**config.mk**
```make
export PLATFORM = sky130hd
export DESIGN_NAME = pair_result_store
export DESIGN_NICKNAME = d
export VERILOG_FILES = /design/src/verilog/cable_test_pkg.sv /design/src/verilog/pair_result_store.sv
export SDC_FILE = /design/constraint.sdc
export NUM_CORES = 1
export LEC_CHECK = 0
export BUFFER_PORTS_ARGS = -buffer_cell sky130_fd_sc_hd__buf_2
export CORE_UTILIZATION = 37
export CTS_CLUSTER_DIAMETER = 80
export DETAILED_ROUTE_END_ITERATION = 10
export PLACE_DENSITY = 0.76
export SLEW_MARGIN = 20
export SYNTH_ARGS = -nofsm -noshare
export SYNTH_HDL_FRONTEND = slang
export SYNTH_SLANG_ARGS = --single-unit
```
**constraint.sdc**
```tcl
create_clock -name aclk -period 0.8 [get_ports aclk]
set_input_delay 0.08 -clock aclk [delete_from_list [all_inputs] [get_ports aclk]]
set_output_delay 0.08 -clock aclk [all_outputs]
set_load 0.02 [all_outputs]
```
**src/verilog/cable_test_pkg.sv**
```systemverilog
// Constants and types shared by the cable reflection test block.
package cable_test_pkg;

  // ****************************************************************
  // Register map
  // ****************************************************************
  localparam logic [7:0] result_off = 8'h1c;
  localparam logic [7:0] page_sel_off = 8'h20;
  localparam logic [7:0] int_status_off = 8'h24;
  localparam logic [7:0] int_mask_off = 8'h28;
  localparam int addr_w = 8;

  // ****************************************************************
  // Field layout
  // ****************************************************************
  localparam int run_bit = 15;
  localparam int skip_wait_bit = 15;
  localparam int verdict_lo = 13;
  localparam int amp_lo = 8;
  localparam int dist_lo = 0;
  localparam int result_w = 15;
  localparam int page_w = 2;
  localparam logic [1:0] pair0_page = 2'h0;
  localparam logic [1:0] pair1_page = 2'h1;
  localparam logic [1:0] pair2_page = 2'h2;
  localparam int num_pairs = 3;
  localparam int int_w = 2;
  localparam int int_done_bit = 0;
  localparam int int_fault_bit = 1;

  // ****************************************************************
  // Codes and reset values
  // ****************************************************************
  localparam logic [1:0] verdict_normal = 2'h0;
  localparam logic [1:0] verdict_short = 2'h1;
  localparam logic [1:0] verdict_open = 2'h2;
  localparam logic [1:0] verdict_fail = 2'h3;
  localparam logic [4:0] amp_zero = 5'h10;
  localparam logic [4:0] amp_min = 5'h07;
  localparam logic [4:0] amp_max = 5'h1f;
  localparam logic [14:0] result_rst = 15'h0000;
  localparam logic [1:0] page_rst = 2'h0;
  localparam logic [1:0] int_rst = 2'h0;
  localparam logic [1:0] resp_okay = 2'h0;
  localparam logic [1:0] resp_slverr = 2'h2;

  typedef enum logic [1:0] {
    st_idle,
    st_wait_link,
    st_run
  } test_state_t;

endpackage

```
**src/verilog/pair_result_store.sv**
```systemverilog
// Holds the verdict, amplitude and distance of one twisted pair.
`timescale 1ns/10ps
module pair_result_store
  import cable_test_pkg::*;
(
  input wire logic aclk,
  input wire logic aresetn,
  input wire logic load,
  input wire logic [1:0] verdict,
  input wire logic [4:0] amplitude,
  input wire logic [7:0] distance,
  output logic [result_w-1:0] result
);

  typedef struct packed {
    logic [1:0] verdict;
    logic [4:0] amplitude;
    logic [7:0] distance;
  } store_t;

  store_t s_ff;
  store_t nxt_s;

  always_comb begin
    nxt_s = s_ff;
    if (load) begin
      nxt_s.verdict = verdict;
      if (amplitude < amp_min) begin
        nxt_s.amplitude = amp_min;
      end else begin
        nxt_s.amplitude = amplitude;
      end
      nxt_s.distance = distance;
    end
  end

  always_ff @(posedge aclk) begin
    if (!aresetn) begin
      s_ff <= store_t'(result_rst);
    end else begin
      s_ff <= nxt_s;
    end
  end

  assign result = {s_ff.verdict, s_ff.amplitude, s_ff.distance};

endmodule

```
Yosys cells after proc, flatten, opt, wreduce, memory -nomap -nowiden
Index checks and enable logic that the tools add are counted.
{"block": "classes", "magnitude_cmp": 1, "muxes": 1}
{"operator": "< comparator 5 x 3 -> 1 bit (second input constant)", "count": 1}
{"operator": "2-to-1 mux 5 bit", "count": 1}
{"block": "word_totals", "regBits": 15, "input_bits": 18, "out_inout_bits": 15, "word_cells": 5}

Logic depth before layout (Yosys ltp)
{"block": "logic_depth", "word_depth": 2, "ltp_mapped": 4, "mapped_depth_nobuf": 2}

Worst setup path before layout
Ideal clock, no wire load.
{"block": "synth_timing", "path_kind": "register to register", "start": "register result[10] (netlist name)", "end": "register s_ff (netlist bit result[10])", "setup_ps": 74, "arrival_ps": 607, "t_required_ps": 726, "slack_ps": 119, "stages_incl_launch_ff": 3, "path_buffers": 0, "period_less_slack_ps": 681, "path_cell_list": "dfxtp_1 > o21ai_1 > a31oi_1"}
{"element": "end signal, assigned", "line_no": "pair_result_store.sv:39", "rtl": "s_ff <= store_t'(result_rst);"}
{"element": "end signal, assigned", "line_no": "pair_result_store.sv:41", "rtl": "s_ff <= nxt_s;"}
{"element": "end, declared", "line_no": "pair_result_store.sv:21", "rtl": "store_t s_ff;"}

Worst setup path after layout
{"block": "layout_timing", "start": "register s_ff (netlist bit result[10])", "end": "output result[10]"}
{"element": "end, declared", "line_no": "pair_result_store.sv:12", "rtl": "output logic [result_w-1:0] result"}
No word-level cell between the ends.

==> results.py <==
metrics = {
    "setup_path": {
        "critPathBufInv": 1,
        "critPathKind": "register to output port",
        "worstPathArrival_ns": 0.74,
        "path_delay_family": "flip-flops",
        "required_ns": 0.72,
        "critPathCaptureType": "output port",
        "startpoint_type": "register",
        "slowest_stage": "dfxtp_2",
        "cp_max_fo": 2,
        "reg2reg_slack_ns": 0.06,
        "critPathMaxStageDelay_ns": 0.35,
        "path_cells": "buf_6",
    },
    "place": {
        "port_buffers": 32,
        "dp_hpwl_um": 861,
        "gp_congestion": 0.655,
        "placed_cell_area_sq_um": 753,
    },
    "clocking": {
        "cts_max_path_buffers": 2,
        "path_clk_slew_ns": 0.08,
        "cts_max_level": 1,
        "ctsHoldBuffers": 0,
        "clk_latency_ns": 0.28,
        "cts_buffers": 3,
        "cts_tree": "yes",
        "cts.sinks": 15,
        "clockRootBuffer": "clkbuf_4",
    },
    "synth": {
        "ys_types": 10,
        "yosysWarnings": 0,
        "syn_inst": 52,
        "yosys.area.top_type": "dfxtp_1",
        "synth-seq-cells": 15,
        "ys_seq_area_frac": 0.516,
        "synth_top_cell_area_share": 0.516,
        "avgSynthCellArea_sq_um": 11.2,
        "synth.area.top_cells": "dfxtp_1, mux2i_1, nor2b_1, buf_12, a31oi_1",
        "syn-num-nets": 70,
        "synth_area_sq_um": 582,
    },
    "routing": {
        "dr.pass1.iters": 5,
        "drt_wl_total_um": 1200,
        "drc": 0,
        "avgRoutedWirePerCell_um": 11.4,
        "vias_per_cell": 4.74,
        "drtIter0Drc": 2,
        "ant_nets": 0,
        "via_count": 498,
    },
    "timing": {
        "skew_ns": 0,
        "post-route-period-util": 1.02,
        "setup_ws_ns": -0.0191,
        "hold_viol": 0,
        "drv_slew": 0,
        "rsz0062_at_grt": "true",
        "min_period_ns": 0.819,
        "holdWs_ns": 0.0494,
        "tns_ns": -0.191,
        "worstMarginPinSlew_ns": 0.160,
        "setup_violations": 15,
        "slew-limit-headroom": 0.890,
        "clock.fmax_ghz": 1.22,
    },
    "global_route": {
        "grt_pass1_wl_um": 2060,
        "grt_overflow": 0,
        "grtUsageTotal": 0.156,
        "antenna_found_initial": 0,
        "grt_start_max_net_pins": 16,
        "grt_pass1_vias": 501,
    },
    "die": {
        "dieArea_sq_mm": 0.00174,
        "start_util": 0.421,
        "coreArea_sq_mm": 0.00138,
        "die_w_um": 41.7,
        "placementRows": 13,
        "top_level_ports": 33,
        "die_height_um": 41.7,
    },
    "final_layout": {
        "final_area_sq_um": 915,
        "final_net_count": 109,
        "finalCoreUtilization": 0.662,
        "syn_to_final_growth_pct": 57.2,
        "antenna_cells": 0,
        "layout-drive-gt1-share": 0.622,
        "largest_reg_flops": 15,
    },
    "run_status": {
        "violations": "setup timing",
        "outcome": "finished with violations",
    },
    "pwr": {
        "leakagePower_nw": 0.451,
        "power.density_mw_per_mm2": 1740,
        "vdd_drop_max_mv": 1.05,
    },
    "flow_run": {
        "maxCapViolations": 0,
    },
    "worst_hold_path": {
        "hp-class": "input pin to register",
    },
}
-- cells by family after synthesis --
logic type,after synthesis,share of synthesized area
flops,15,0.516
simple gates,13,0.140
mux,12,0.206
compound gates,6,0.0581
buf+inv,6,0.0796
-- area by class of cell --
| class | count | area, sq um |
|---|---|---|
| Clock buffer | 4 | 26.3 |
| Tap cell | 15 | 18.8 |
| Sequential cell | 15 | 319 |
| Inverter | 3 | 11.3 |
| Timing Repair Buffer | 37 | 304 |
| Fill cell | 113 | 468 |
| Multi-Input combinational cell | 31 | 235 |
-- what timing repair did --
| action | CTS | global route |
|---|---|---|
| pin swaps | 0 | 0 |
| resized for setup | 45 | 0 |
| endpoints found under the setup margin | 15 | 15 |
| buffers inserted | 3 | 0 |
-- metrics by stage --
stage / power (mW) / std cells / worst slack [ns]
floorplan: 1.00 / 52 / 0.119
global placement: 1.10 / 98 / 0.0811
detailed placement: 1.10 / 98 / 0.0470
CTS: 1.61 / 105 / -0.0249
global route: 1.67 / 105 / -0.0576
finish: 1.59 / 105 / -0.0191
-- final timing paths --
path                            from                endpoint  cells past startpoint
max reg2reg   result[7]$_SDFFE_PN0P_  result[7]$_SDFFE_PN0P_                      3
min                     amplitude[1]  result[9]$_SDFFE_PN0P_                      3
max          result[10]$_SDFFE_PN0P_              result[10]                      1
min reg2reg   result[6]$_SDFFE_PN0P_  result[6]$_SDFFE_PN0P_                      2
-- placed cells by master (no fill, tap or decap) --
master	n
a31oi_1	3
mux2i_1	12
buf_6	15
clkbuf_1	1
nor2b_1	12
buf_4	4
inv_1	3
buf_2	17
o21ai_1	3
clkbuf_4	3
or2_2	1
buf_12	1
dfxtp_2	15
-- report_power, final --
group | internal [mW] | switching, mW | total (mW)
Combinational | 0.191 | 0.146 | 0.337
Clock | 0.194 | 0.228 | 0.421
Sequential | 0.803 | 0.0325 | 0.836
Total | 1.19 | 0.406 | 1.59
-- worst register-to-register path, delay by kind of cell (launching register included) --
kind                   cells  cell delay (ns)
DFF                        1             0.33
buffers and inverters      1             0.12
muxes                      1             0.13
and+or+nand+nor            1             0.06
-- synthesized netlist by cell type --
cell and instances:
inv_1 3, nor2b_1 12, mux2i_1 12, a31oi_1 3, o21ai_1 3, dfxtp_1 15
buf_6 1, or2_2 1, buf_12 1, clkbuf_1 1
-- metal layers --
metal | GRT usage | up-vias | share of wire | wire, um
li1 | - | 249 | - | -
met1 | 0.176 | 222 | 0.40 | 480
met2 | 0.269 | 24 | 0.51 | 608
met3 | 0.0391 | 3 | 0.073 | 88
met4 | 0.0774 | 0 | 0.018 | 22
met5 | 0 | - | 0 | 0
(Power assumes the default switching activity.)
